<file path="src/pcr_defs.svh">
// Purpose: constants of the pll clock and reset control block
// Assumes: included by pcr_busdiv and pcr_top, not by the package
// Notes:   byte offsets on the ahb-lite register bus
`ifndef PCR_DEFS_SVH
`define PCR_DEFS_SVH
`define PCR_CTRL_OFF     8'h00
`define PCR_STAT_OFF     8'h04
`define PCR_PERMIT_BIT   7
`define PCR_LVL_HI       6
`define PCR_LVL_LO       4
`define PCR_CTRL_RST     8'h00
`define PCR_LOCK_CYCLES  100000
`define PCR_PRST_CYCLES  16
`define PCR_RATIO_QUART  2'b00
`define PCR_RATIO_HALF   2'b10
`define PCR_RATIO_THIRD  2'b11
`define PCR_DIV4_M1      2'h3
`define PCR_DIV2_M1      2'h1
`define PCR_DIV3_M1      2'h2
`define PCR_RATIO_LO     0
`define PCR_RATIO_HI     1
`define PCR_RANGE_LO     2
`define PCR_RANGE_HI     3
`endif

</file>
<file path="src/pcr_pkg.sv">
// Purpose: types shared by the pll clock and reset control block
// Assumes: pcr_defs.svh holds the numeric constants
// Notes:   state codes are one-hot
package pcr_pkg;
  typedef enum logic [3:0] {
    PCR_RESET = 4'h1,
    PCR_LOCK  = 4'h2,
    PCR_RUN   = 4'h4,
    PCR_STOP  = 4'h8
  } pcr_state_t;

  // ahb-lite request and answer groups
  typedef struct packed {
    logic        hsel;
    logic [31:0] haddr;
    logic [1:0]  htrans;
    logic        hwrite;
    logic [2:0]  hsize;
    logic        hready;
    logic [31:0] hwdata;
  } pcr_ahb_req_t;

  typedef struct packed {
    logic [31:0] hrdata;
    logic        hreadyout;
    logic        hresp;
  } pcr_ahb_rsp_t;

  // whole state of the control module
  typedef struct packed {
    pcr_state_t  st;
    logic        ref_q;
    logic [7:0]  strap;
    logic [16:0] lock_cnt;
    logic [7:0]  prst_cnt;
    logic        permit;
    logic [2:0]  lvl;
    logic        a_valid;
    logic        a_write;
    logic [7:0]  a_addr;
    logic [31:0] hrdata;
    logic        stat_clk;
    logic        wake;
  } pcr_ctl_t;

  // whole state of the bus clock divider
  typedef struct packed {
    logic [1:0] cnt;
    logic       clk;
    logic       tick;
  } pcr_div_t;
endpackage

</file>
<file path="src/pcr_busdiv.sv">
// Purpose: divides core clock ticks into the bus clock
// Assumes: tick is a one-cycle enable at the core clock rate
// Notes:   held low and cleared while run is low
`timescale 1ns/1ps
`default_nettype none
`include "pcr_defs.svh"
module pcr_busdiv (
  input  wire logic       hclk,
  input  wire logic       hresetn,
  input  wire logic       run,
  input  wire logic       tick,
  input  wire logic [1:0] ratio,
  output logic            bus_clk,
  output logic            bus_tick
);
  import pcr_pkg::*;

  pcr_div_t s;
  pcr_div_t next_s;

  // divisor minus one for each ratio code, unused 01 falls to a quarter
  function automatic logic [1:0] div_m1(input logic [1:0] r);
    case (r)
      `PCR_RATIO_HALF:  div_m1 = `PCR_DIV2_M1;
      `PCR_RATIO_THIRD: div_m1 = `PCR_DIV3_M1;
      default:          div_m1 = `PCR_DIV4_M1;
    endcase
  endfunction

  // count core ticks, high for the first half of each bus period, rounded down
  always_comb begin
    next_s = s;
    next_s.tick = 1'b0;
    if (!run) begin
      next_s = '0;
    end else if (tick) begin
      next_s.cnt = (s.cnt >= div_m1(ratio)) ? 2'h0 : s.cnt + 2'h1;
      next_s.clk = ({1'b0, next_s.cnt} < ({1'b0, div_m1(ratio)} + 3'h1) >> 1);
      next_s.tick = (next_s.cnt == 2'h0);
    end
  end

  always_ff @(posedge hclk or negedge hresetn) begin
    if (!hresetn) begin
      s <= '0;
    end else begin
      s <= next_s;
    end
  end

  assign bus_clk  = s.clk;
  assign bus_tick = s.tick;

  a_div_range: assert property (@(posedge hclk) disable iff (!hresetn)
    run |-> s.cnt <= div_m1(ratio))
    else $error("bus divider count beyond divisor");
  a_div_half: assert property (@(posedge hclk) disable iff (!hresetn)
    (run && ratio == `PCR_RATIO_HALF && tick && s.cnt == 2'h1) |=> s.tick && s.clk)
    else $error("half ratio did not wrap after two ticks");
endmodule
`default_nettype wire

</file>
<file path="src/pcr_top.sv">
// Purpose: clock, stop and reset control around a clock-multiplying loop
// Assumes: ref_clk_in and all inputs are synchronous to hclk (100 MHz)
// Notes:   clocks leave as one-cycle enables or registered levels
`timescale 1ns/1ps
`default_nettype none
`include "pcr_defs.svh"
module pcr_top #(
  parameter int LOCK_CYCLES = `PCR_LOCK_CYCLES,
  parameter int PRST_CYCLES = `PCR_PRST_CYCLES
) (
  input  wire logic                 hclk,
  input  wire logic                 hresetn,
  input  wire pcr_pkg::pcr_ahb_req_t ahb_req,
  output pcr_pkg::pcr_ahb_rsp_t     ahb_rsp,
  input  wire logic                 ext_reset_in_n,
  input  wire logic                 ref_clk_in,
  input  wire logic [7:0]           data_in,
  input  wire logic                 stop_req,
  input  wire logic [2:0]           irq_level,
  input  wire logic                 wdog_reset,
  output logic                      core_clk_en,
  output logic                      status_clk_out,
  output logic                      bus_clk_out,
  output logic                      bus_clk_tick,
  output logic                      periph_reset_out,
  output logic                      pll_hold_reset,
  output logic                      pll_locked,
  output logic [1:0]                input_range_strap,
  output logic [1:0]                bus_ratio,
  output logic                      core_wake
);
  import pcr_pkg::*;

  pcr_ctl_t    s;
  pcr_ctl_t    next_s;
  logic        ref_edge;
  logic        core_tick;
  logic        clocks_on;
  logic        bus_tick;
  logic        wake_ok;
  logic        req_take;
  logic [31:0] ctrl_word;
  logic [31:0] stat_word;

  // interrupt level reaches the programmed minimum
  function automatic logic level_wakes(input logic [2:0] code, input logic [2:0] lvl);
    case (code)
      3'h0:    level_wakes = (lvl != 3'h0);
      3'h1:    level_wakes = (lvl >= 3'h2);
      3'h2:    level_wakes = (lvl >= 3'h3);
      3'h3:    level_wakes = (lvl >= 3'h5);
      3'h4:    level_wakes = (lvl >= 3'h6);
      default: level_wakes = 1'b0;
    endcase
  endfunction

  // both reference edges make a core tick, twice the reference rate
  assign ref_edge  = ref_clk_in ^ s.ref_q;
  assign core_tick = ref_edge;
  assign clocks_on = (s.st == PCR_RUN) || (s.st == PCR_STOP);
  assign wake_ok   = level_wakes(s.lvl, irq_level);
  assign req_take  = ahb_req.hsel && ahb_req.htrans[1] && ahb_req.hready;

  // bus clock keeps running through stop, held low until lock
  pcr_busdiv u_busdiv (
    .hclk     (hclk),
    .hresetn  (hresetn),
    .run      (clocks_on),
    .tick     (core_tick),
    .ratio    (s.strap[`PCR_RATIO_HI:`PCR_RATIO_LO]),
    .bus_clk  (bus_clk_out),
    .bus_tick (bus_tick)
  );

  // register views
  always_comb begin
    ctrl_word = '0;
    ctrl_word[`PCR_PERMIT_BIT] = s.permit;
    ctrl_word[`PCR_LVL_HI:`PCR_LVL_LO] = s.lvl;
    stat_word = '0;
    stat_word[7:0] = s.strap;
    stat_word[11:8] = s.st;
    stat_word[12] = pll_locked;
    stat_word[13] = periph_reset_out;
  end

  // main sequencing, register bus and clock outputs
  always_comb begin
    next_s = s;
    next_s.ref_q = ref_clk_in;
    next_s.wake = 1'b0;
    next_s.stat_clk = core_tick && (s.st == PCR_RUN);
    case (s.st)
      PCR_RESET: begin
        next_s.st = PCR_LOCK;
        next_s.lock_cnt = '0;
      end
      PCR_LOCK: begin
        if (ref_clk_in && !s.ref_q) begin
          if (s.lock_cnt == 17'(LOCK_CYCLES - 1)) begin
            next_s.st = PCR_RUN;
            next_s.prst_cnt = '0;
          end else begin
            next_s.lock_cnt = s.lock_cnt + 17'h1;
          end
        end
      end
      PCR_RUN: begin
        if (bus_tick && s.prst_cnt != 8'(PRST_CYCLES)) begin
          next_s.prst_cnt = s.prst_cnt + 8'h1;
        end
        if (stop_req && s.permit) begin
          next_s.st = PCR_STOP;
        end
      end
      PCR_STOP: begin
        if (bus_tick && s.prst_cnt != 8'(PRST_CYCLES)) begin
          next_s.prst_cnt = s.prst_cnt + 8'h1;
        end
        if (wake_ok || wdog_reset) begin
          next_s.st = PCR_RUN;
          next_s.wake = 1'b1;
        end
      end
      default: begin
        next_s.st = PCR_RESET;
      end
    endcase
    // ahb data phase: write to the control register
    if (s.a_valid && s.a_write && s.a_addr == `PCR_CTRL_OFF) begin
      next_s.permit = ahb_req.hwdata[`PCR_PERMIT_BIT];
      next_s.lvl = ahb_req.hwdata[`PCR_LVL_HI:`PCR_LVL_LO];
    end
    // external reset overrides sequencing and control writes and samples the straps
    if (!ext_reset_in_n) begin
      next_s.st = PCR_RESET;
      next_s.strap = data_in;
      next_s.lock_cnt = '0;
      next_s.prst_cnt = '0;
      next_s.permit = 1'(`PCR_CTRL_RST >> `PCR_PERMIT_BIT);
      next_s.lvl = '0;
      next_s.stat_clk = 1'b0;
    end
    // ahb address phase
    next_s.a_valid = req_take;
    next_s.a_write = ahb_req.hwrite;
    next_s.a_addr = ahb_req.haddr[7:0];
    if (req_take && !ahb_req.hwrite) begin
      case (ahb_req.haddr[7:0])
        `PCR_CTRL_OFF: next_s.hrdata = ctrl_word;
        `PCR_STAT_OFF: next_s.hrdata = stat_word;
        default:       next_s.hrdata = '0;
      endcase
    end
  end

  always_ff @(posedge hclk or negedge hresetn) begin
    if (!hresetn) begin
      s <= '0;
      s.st <= PCR_RESET;
    end else begin
      s <= next_s;
    end
  end

  // outputs
  assign core_clk_en       = core_tick && (s.st == PCR_RUN);
  assign status_clk_out    = s.stat_clk;
  assign bus_clk_tick      = bus_tick;
  assign pll_hold_reset    = (s.st == PCR_RESET);
  assign pll_locked        = clocks_on;
  assign periph_reset_out  = !clocks_on || (s.prst_cnt != 8'(PRST_CYCLES));
  assign input_range_strap = s.strap[`PCR_RANGE_HI:`PCR_RANGE_LO];
  assign bus_ratio         = s.strap[`PCR_RATIO_HI:`PCR_RATIO_LO];
  assign core_wake         = s.wake;
  assign ahb_rsp.hrdata    = s.hrdata;
  assign ahb_rsp.hreadyout = 1'b1;
  assign ahb_rsp.hresp     = 1'b0;

  // checks
  a_strap_capture: assert property (@(posedge hclk) disable iff (!hresetn)
    !ext_reset_in_n |=> s.strap == $past(data_in))
    else $error("strap not sampled during reset");
  a_strap_hold: assert property (@(posedge hclk) disable iff (!hresetn)
    (ext_reset_in_n && $past(ext_reset_in_n)) |=> $stable(s.strap))
    else $error("strap changed outside reset");
  a_pll_held: assert property (@(posedge hclk) disable iff (!hresetn)
    !ext_reset_in_n |=> pll_hold_reset && !pll_locked)
    else $error("loop not held in reset");
  a_clocks_low: assert property (@(posedge hclk) disable iff (!hresetn)
    (!clocks_on && !$past(clocks_on)) |-> !bus_clk_out && !status_clk_out)
    else $error("output clock ran before lock");
  a_lock_count: assert property (@(posedge hclk) disable iff (!hresetn)
    (s.st == PCR_LOCK && next_s.st == PCR_RUN) |-> s.lock_cnt == 17'(LOCK_CYCLES - 1))
    else $error("lock declared at wrong count");
  a_prst_mode: assert property (@(posedge hclk) disable iff (!hresetn)
    s.st == PCR_RESET |-> periph_reset_out ##1 periph_reset_out)
    else $error("peripheral reset low in reset mode");
  a_prst_release: assert property (@(posedge hclk) disable iff (!hresetn)
    $fell(periph_reset_out) |-> clocks_on && s.prst_cnt == 8'(PRST_CYCLES))
    else $error("peripheral reset released early");
  a_stop_ignored: assert property (@(posedge hclk) disable iff (!hresetn)
    (s.st == PCR_RUN && stop_req && !s.permit && ext_reset_in_n) |=> s.st == PCR_RUN)
    else $error("stop taken without permit");
  a_stop_gates: assert property (@(posedge hclk) disable iff (!hresetn)
    s.st == PCR_STOP |-> !core_clk_en && pll_locked)
    else $error("core clock ran during stop");
  a_wake_level: assert property (@(posedge hclk) disable iff (!hresetn)
    (s.st == PCR_STOP && ext_reset_in_n && level_wakes(s.lvl, irq_level)) |=> s.st == PCR_RUN && core_wake)
    else $error("qualified interrupt did not wake");
  a_wake_low: assert property (@(posedge hclk) disable iff (!hresetn)
    (s.st == PCR_STOP && s.lvl > 3'h4 && !wdog_reset && ext_reset_in_n) |=> s.st == PCR_STOP)
    else $error("unlisted wake code let an interrupt wake");
  a_reset_wakes: assert property (@(posedge hclk) disable iff (!hresetn)
    (s.st == PCR_STOP && wdog_reset && ext_reset_in_n) |=> s.st == PCR_RUN && pll_locked)
    else $error("watchdog reset did not end stop");
  a_core_rate: assert property (@(posedge hclk) disable iff (!hresetn)
    core_clk_en |-> ref_clk_in != $past(ref_clk_in))
    else $error("core tick without reference edge");

  c_stop_entered: cover property (@(posedge hclk) disable iff (!hresetn)
    s.st == PCR_RUN ##1 s.st == PCR_STOP);
  c_irq_wake: cover property (@(posedge hclk) disable iff (!hresetn)
    s.st == PCR_STOP && !wdog_reset ##1 core_wake);
  c_locked: cover property (@(posedge hclk) disable iff (!hresetn)
    $rose(pll_locked));
  c_prst_done: cover property (@(posedge hclk) disable iff (!hresetn)
    $fell(periph_reset_out));
endmodule
`default_nettype wire

</file>
<file path="config.mk">
export PLATFORM = sky130hd
export DESIGN_NAME = pcr_top
export DESIGN_NICKNAME = d
export VERILOG_FILES = /design/src/pcr_pkg.sv /design/src/pcr_busdiv.sv /design/src/pcr_top.sv
export VERILOG_INCLUDE_DIRS = /design/src /design/src/src
export SDC_FILE = /design/constraint.sdc
export NUM_CORES = 1
export LEC_CHECK = 0
export BUFFER_PORTS_ARGS = -buffer_cell sky130_fd_sc_hd__buf_2
export CORE_MARGIN = 5
export CORE_UTILIZATION = 42
export CTS_CLUSTER_DIAMETER = 40
export DETAILED_ROUTE_END_ITERATION = 8
export PLACE_DENSITY = 0.78
export SYNTH_ARGS = -nofsm -noshare
export SYNTH_HDL_FRONTEND = slang
export SYNTH_SLANG_ARGS = --single-unit
</file>
<file path="constraint.sdc">
create_clock -name hclk -period 2.25 [get_ports hclk]
set_input_delay 0.1125 -clock hclk [delete_from_list [all_inputs] [get_ports hclk]]
set_output_delay 0.1125 -clock hclk [all_outputs]
set_load 0.03 [all_outputs]
</file>
==> results of run 1 <==
-- synthesized netlist by cell type (3+ instances only) --
library cell	number
dfrtp_1	71
buf_4	39
nand2_1	28
o21ai_0	19
inv_1	18
a21oi_1	15
nor2_1	14
nand3_1	13
nor3_1	13
nand2b_1	11
a22o_1	10
and3_1	9
mux2i_1	9
clkbuf_1	8
ha_1	8
mux2_2	8
or4_1	7
nor2b_1	6
a221o_1	5
nor4_1	5
o31ai_1	5
a21o_1	4
buf_2	4
nand4_1	4
o211ai_1	4
or2_2	4
or3_1	4
a211oi_1	3
-- kinds of logic after synthesis --
logic type | count (synthesis) | share of synthesized area [%]
AND/OR/NAND/NOR | 130 | 19.1
adder cells (fa/ha/maj) | 8 | 2.63
XOR/XNOR | 2 | 0.460
buffers and inverters | 72 | 11.5
flip-flops | 72 | 47.3
multiplexers | 17 | 4.73
other | 2 | 0.197
AO/OA/AOI/OAI | 78 | 14.1
-- final cells by class --
type                            instances  share of cell area [%]
Sequential cell                        72                    40.1
Clock inverter                          6                    1.53
Multi-Input combinational cell        255                    37.2
Tap cell                              108                    3.01
Timing Repair Buffer                   93                    13.6
Clock buffer                           10                    3.06
Inverter                               18                    1.50
-- power by group --
group	internal (mW)	total (mW)	switching [mW]
registers	1.34	1.38	0.0392
clock network	0.545	1.04	0.492
logic	0.234	0.576	0.342
-- per-stage QoR --
step | TNS, ns | cell area, µm² | setup slack [ns] | hold WS [ns] | utilization, %
global route | 0 | 4500 | 0.000570 | 0.00787 | 51.3
CTS | 0 | 4480 | 0.00169 | 0.0101 | 51.2
floorplan | 0 | 3880 | 0.0977 | -0.183 | -
detailed placement | -0.152 | 4080 | -0.0781 | 0.152 | 46.6
finish | 0 | 4500 | 0.0805 | 0.0200 | 51.3
global placement | 0 | 4080 | 0.00589 | 0.137 | 46.6
-- state kept, by name, indices dropped and copies added (netlist names) --
name               count
ahb_rsp               14
bus_ratio              2
core_wake              1
ctrl_word              4
input_range_strap      2
s                     44
status_clk_out         1
u_busdiv.bus_clk       1
u_busdiv.bus_tick      1
u_busdiv.s             2
-- per-layer routing --
layer / GRT usage, % / routed length (µm)
met3: 3.85 / 527
met4: 6.85 / 116
met5: 0 / 0
met1: 19.1 / 3520
met2: 27.1 / 4350
-- path summary, 6_finish.rpt --
path,startpoint,slack [ns],cells past startpoint,to
setup / recovery,s[85],0.08,5,s[54]
hold / removal,data_in[7],0.02,2,s[80]
setup reg to reg,s[85],0.08,5,s[54]
hold reg to reg,ahb_rsp[9],0.48,2,ahb_rsp[9]
max in group asynchronous,hresetn,1.22,3,s[49]
min in group asynchronous,hresetn,0.29,2,s[65]
-- worst max-delay path, stage by stage, from the launching register on --
cell and delay, ns:
dfrtp_1 0.48, or3b_4 0.42, o31a_1 0.11, or3_4 0.36
a21o_1 0.29, a221o_1 0.39
-- what timing repair did --
action / CTS / global route
setup endpoints to repair: 7 / 8
hold buffers: 18 / 0
resized for setup: 2 / 3
hold endpoints to repair: 39 / 0
==> summary.md, run 1 <==
| Metric | Value |
|---|---|
| # DRC | `0` |
| Maximum fanout along the worst path | `8` |
| Avg Vias per Cell | `5.40` |
| Commonest non-fill, non-tap cell in the layout | `dfrtp_1` |
| H-tree levels | `3` |
| Worst path arrival time | `2.41 ns` |
| Placed insts | `528` |
| Die width | `105 µm` |
| Data required, critical path | `2.49 ns` |
| Max_cap viols | `0` |
| Total power | `2.99 mW` |
| Final Cycle Share | `96.4%` |
| Clock tree buffer depth | `2` |
| TritonRoute pass-1 iters | `5` |
| Inserted Clock Buffers | `9` |
| Number of global-route vias before repair | `3,140` |
| Drt total wl | `8.52 mm` |
| CTS root buf | `clkbuf_8` |
| Syn_area_per_cell | `10.0 µm²` |
| Die Span Y | `105 µm` |
| HPWL after DPL | `6.25 mm` |
| Area growth syn-to-layout | `18.0%` |
| PortBufs | `58` |
| Leak Pwr | `2.19 nW` |
| Sequential area share after synthesis | `47.3%` |
| Fmax | `0.461 GHz` |
| VDD IR-drop max | `0.000252 V` |
| Via count | `3,034` |
| Mapped Cells | `381` |
| Area of the multi-input gates | `1670 µm²` |
| Row cnt | `34` |
| Rel. slew slack | `54.5%` |
| Mapped Area | `3810 µm²` |
| Wire per inst | `15.2 µm` |
| PD cells | `665 nW/µm²` |
| Initial antenna violation count | `0` |
| Initial core utilization | `43.5%` |
| Largest net degree at the start of global routing | `31` |
| DR iter-0 viols | `197` |
| Synth cell types | `52` |
| Startpoint Class | `register` |
| Most frequent cells in the layout | `dfrtp_1, buf_2, nand2_1` |
| Async S/R FF share, synth | `100%` |
| Area of the die | `11,100 µm²` |
| Number of I/O pins | `135` |
| Post-synth EDFFs | `0` |
| Layout cells sized above 1 | `24.7%` |
| Core ar. | `8760 µm²` |
| Yosys top cell area share | `46.6%` |
| First-pass GRT wire length | `14.6 mm` |
| CP Capture Type | `register` |
| Final std cells w/o fill | `562` |
| Layout net count | `546` |
| Final hold vios | `0` |
| GR Overflow Total | `0` |
| Sink Count | `72` |
| Clk Latency, worst-skew pair | `0.35 ns` |
| RSZ-0062 raised after global routing | `no` |
| Yosys warning count | `0` |
| Register area | `1800 µm²` |
| Final Max Slew Viols | `0` |
| Outcome | `complete, no violations` |
| Clk pin slew, worst setup/hold paths | `0.07 ns` |
| Critical path class | `register to register` |
| Total GRT Usage | `15.9%` |
| Layout fillers | `777` |
| Top post-synthesis cells by area | `dfrtp_1, buf_4, nand2_1, ha_1, o21ai_0` |
| Least-Margin Pin Slew | `0.681 ns` |
| CTS tree | `built` |
| Predominant post-synthesis flop cell | `dfrtp_1` |
| # Post-CTS Setup Buffers | `0` |
| Routability Congestion | `0.811` |
| Seq cells post-synth | `72` |
| Tmin final | `2.17 ns` |
| Post-route ant nets | `0` |
| Worst hold path type | `input pin to register` |
| Antenna cell count | `0` |
| # setup viols final | `0` |
| Setup Skew | `0.00492 ns` |
| Synth area leader | `dfrtp_1` |
Note: power is estimated with default switching activity, not from simulation.
==> run 2: changes to the inputs <==
--- a/config.mk
+++ b/config.mk
@@ -7,7 +7,6 @@
 export NUM_CORES = 1
 export LEC_CHECK = 0
 export BUFFER_PORTS_ARGS = -buffer_cell sky130_fd_sc_hd__buf_2
-export CORE_MARGIN = 5
 export CORE_UTILIZATION = 42
 export CTS_CLUSTER_DIAMETER = 40
 export DETAILED_ROUTE_END_ITERATION = 8
==> summary.md, run 2 (synthesis gave the netlist of run 1 again) <==
| Metric | Value |
|---|---|
| Area of the die | `9450 µm²` |
| Clk Latency, worst-skew pair | `0.35 ns` |
| # setup viols final | `0` |
| Fmax | `0.468 GHz` |
| Layout net count | `546` |
| Setup Skew | `0.00717 ns` |
| Worst hold path type | `input pin to register` |
| Die width | `97.2 µm` |
| H-tree levels | `3` |
| GR Overflow Total | `0` |
| Core ar. | `8760 µm²` |
| Startpoint Class | `register` |
| # DRC | `0` |
| Leak Pwr | `2.20 nW` |
| Outcome | `complete, no violations` |
| Rel. slew slack | `52.4%` |
| Max_cap viols | `0` |
| Total GRT Usage | `18.6%` |
| CTS root buf | `clkbuf_8` |
| Sink Count | `72` |
| Layout cells sized above 1 | `24.9%` |
| PortBufs | `58` |
| Least-Margin Pin Slew | `0.712 ns` |
| Avg Vias per Cell | `5.36` |
| Setup TNS | `0 ns` |
| RSZ-0062 raised after global routing | `no` |
| Number of global-route vias before repair | `3,008` |
| Routability Congestion | `0.851` |
| Total power | `3.19 mW` |
| Maximum fanout along the worst path | `8` |
| Util after Layout | `51.8%` |
| Area of the multi-input gates | `1670 µm²` |
| Row cnt | `34` |
| Clock tree buffer depth | `2` |
| Largest net degree at the start of global routing | `31` |
| Register area | `1810 µm²` |
| Final Max Slew Viols | `0` |
| Final hold vios | `0` |
| Data required, critical path | `2.47 ns` |
| Critical path class | `register to register` |
| First-pass GRT wire length | `14.2 mm` |
| VDD IR-drop max | `0.000409 V` |
| Hold slack | `0.00622 ns` |
| Max reg flops | `44` |
| CP Capture Type | `register` |
| Design area | `4540 µm²` |
| TritonRoute pass-1 iters | `4` |
| Clk pin slew, worst setup/hold paths | `0.07 ns` |
| Antenna cell count | `0` |
| Drt total wl | `8.32 mm` |
| Tmin final | `2.13 ns` |
| Area growth syn-to-layout | `19.1%` |
| Number of I/O pins | `135` |
| Inserted Clock Buffers | `9` |
| DR iter-0 viols | `131` |
| Commonest non-fill, non-tap cell in the layout | `dfrtp_1` |
| Initial core utilization | `43.5%` |
| Worst path arrival time | `2.36 ns` |
| HPWL after DPL | `5.75 mm` |
| Die Span Y | `97.2 µm` |
| Initial antenna violation count | `0` |
| Layout fillers | `761` |
| Most frequent cells in the layout | `dfrtp_1, buf_2, nand2_1` |
| Largest reg by FF count | `s` |
| CTS tree | `built` |
| Via count | `3,010` |
| Placed inst area | `4080 µm²` |
| Post-route ant nets | `0` |
| PD cells | `704 nW/µm²` |
| Final Cycle Share | `94.9%` |
| Wire per inst | `14.8 µm` |
run 2: report_power, final:
group	internal [mW]	switching (mW)	leakage, nW	total (mW)
Sequential	1.34	0.0375	0.956	1.38
Combinational	0.229	0.341	1.13	0.570
Clock	0.745	0.503	0.121	1.25
Total	2.31	0.882	2.20	3.19
run 2: worst paths after layout:
check                           startpoint          end  slack [ns]  depth (start not counted)
min in group asynchronous          hresetn        s[64]        0.35                          2
worst min-delay path            data_in[5]        s[78]       0.006                          2
max in group asynchronous          hresetn  ahb_rsp[12]        1.18                          3
worst max register to register       s[84]        s[51]        0.12                          5
worst max-delay path                 s[84]        s[51]        0.12                          5
worst min register to register  ahb_rsp[8]   ahb_rsp[8]        0.48                          2
run 2: metal layers:
layer	vias up	routed length, µm	global-route usage (%)
met5	-	0	0
met4	0	101	6.45
met3	9	353	3.96
met2	87	4210	31.9
met1	1471	3660	23.1
li1	1443	-	-
run 2: repair_timing:
item	CTS	global route
resized for setup	3	4
endpoints found under the setup margin	9	1
pin swaps	0	0
endpoints found under the hold margin	42	0
setup buffers	0	0
hold buffers	18	0
run 2: final cells by class:
cell class,instances,area share (%)
Clock inverter,6,2.57
Timing Repair Buffer,93,13.5
Sequential cell,72,39.8
Tap cell,108,2.98
Inverter,18,1.49
Multi-Input combinational cell,255,36.9
Clock buffer,10,2.81
run 2: critical path: stages (launching register included):
cell and delay (ns):
dfrtp_2 0.46, or3b_4 0.41, o31a_1 0.11, or3_4 0.35
a21o_2 0.29, a221o_1 0.38
run 2: per-stage QoR:
step | std cells | setup slack (ns)
4_1_cts | 562 | 0.0683
5_1_grt | 562 | 0.0220
3_3_place_gp | 528 | -0.0136
3_5_place_dp | 528 | -0.0984
2_1_floorplan | 399 | 0.0977
6_report | 562 | 0.115
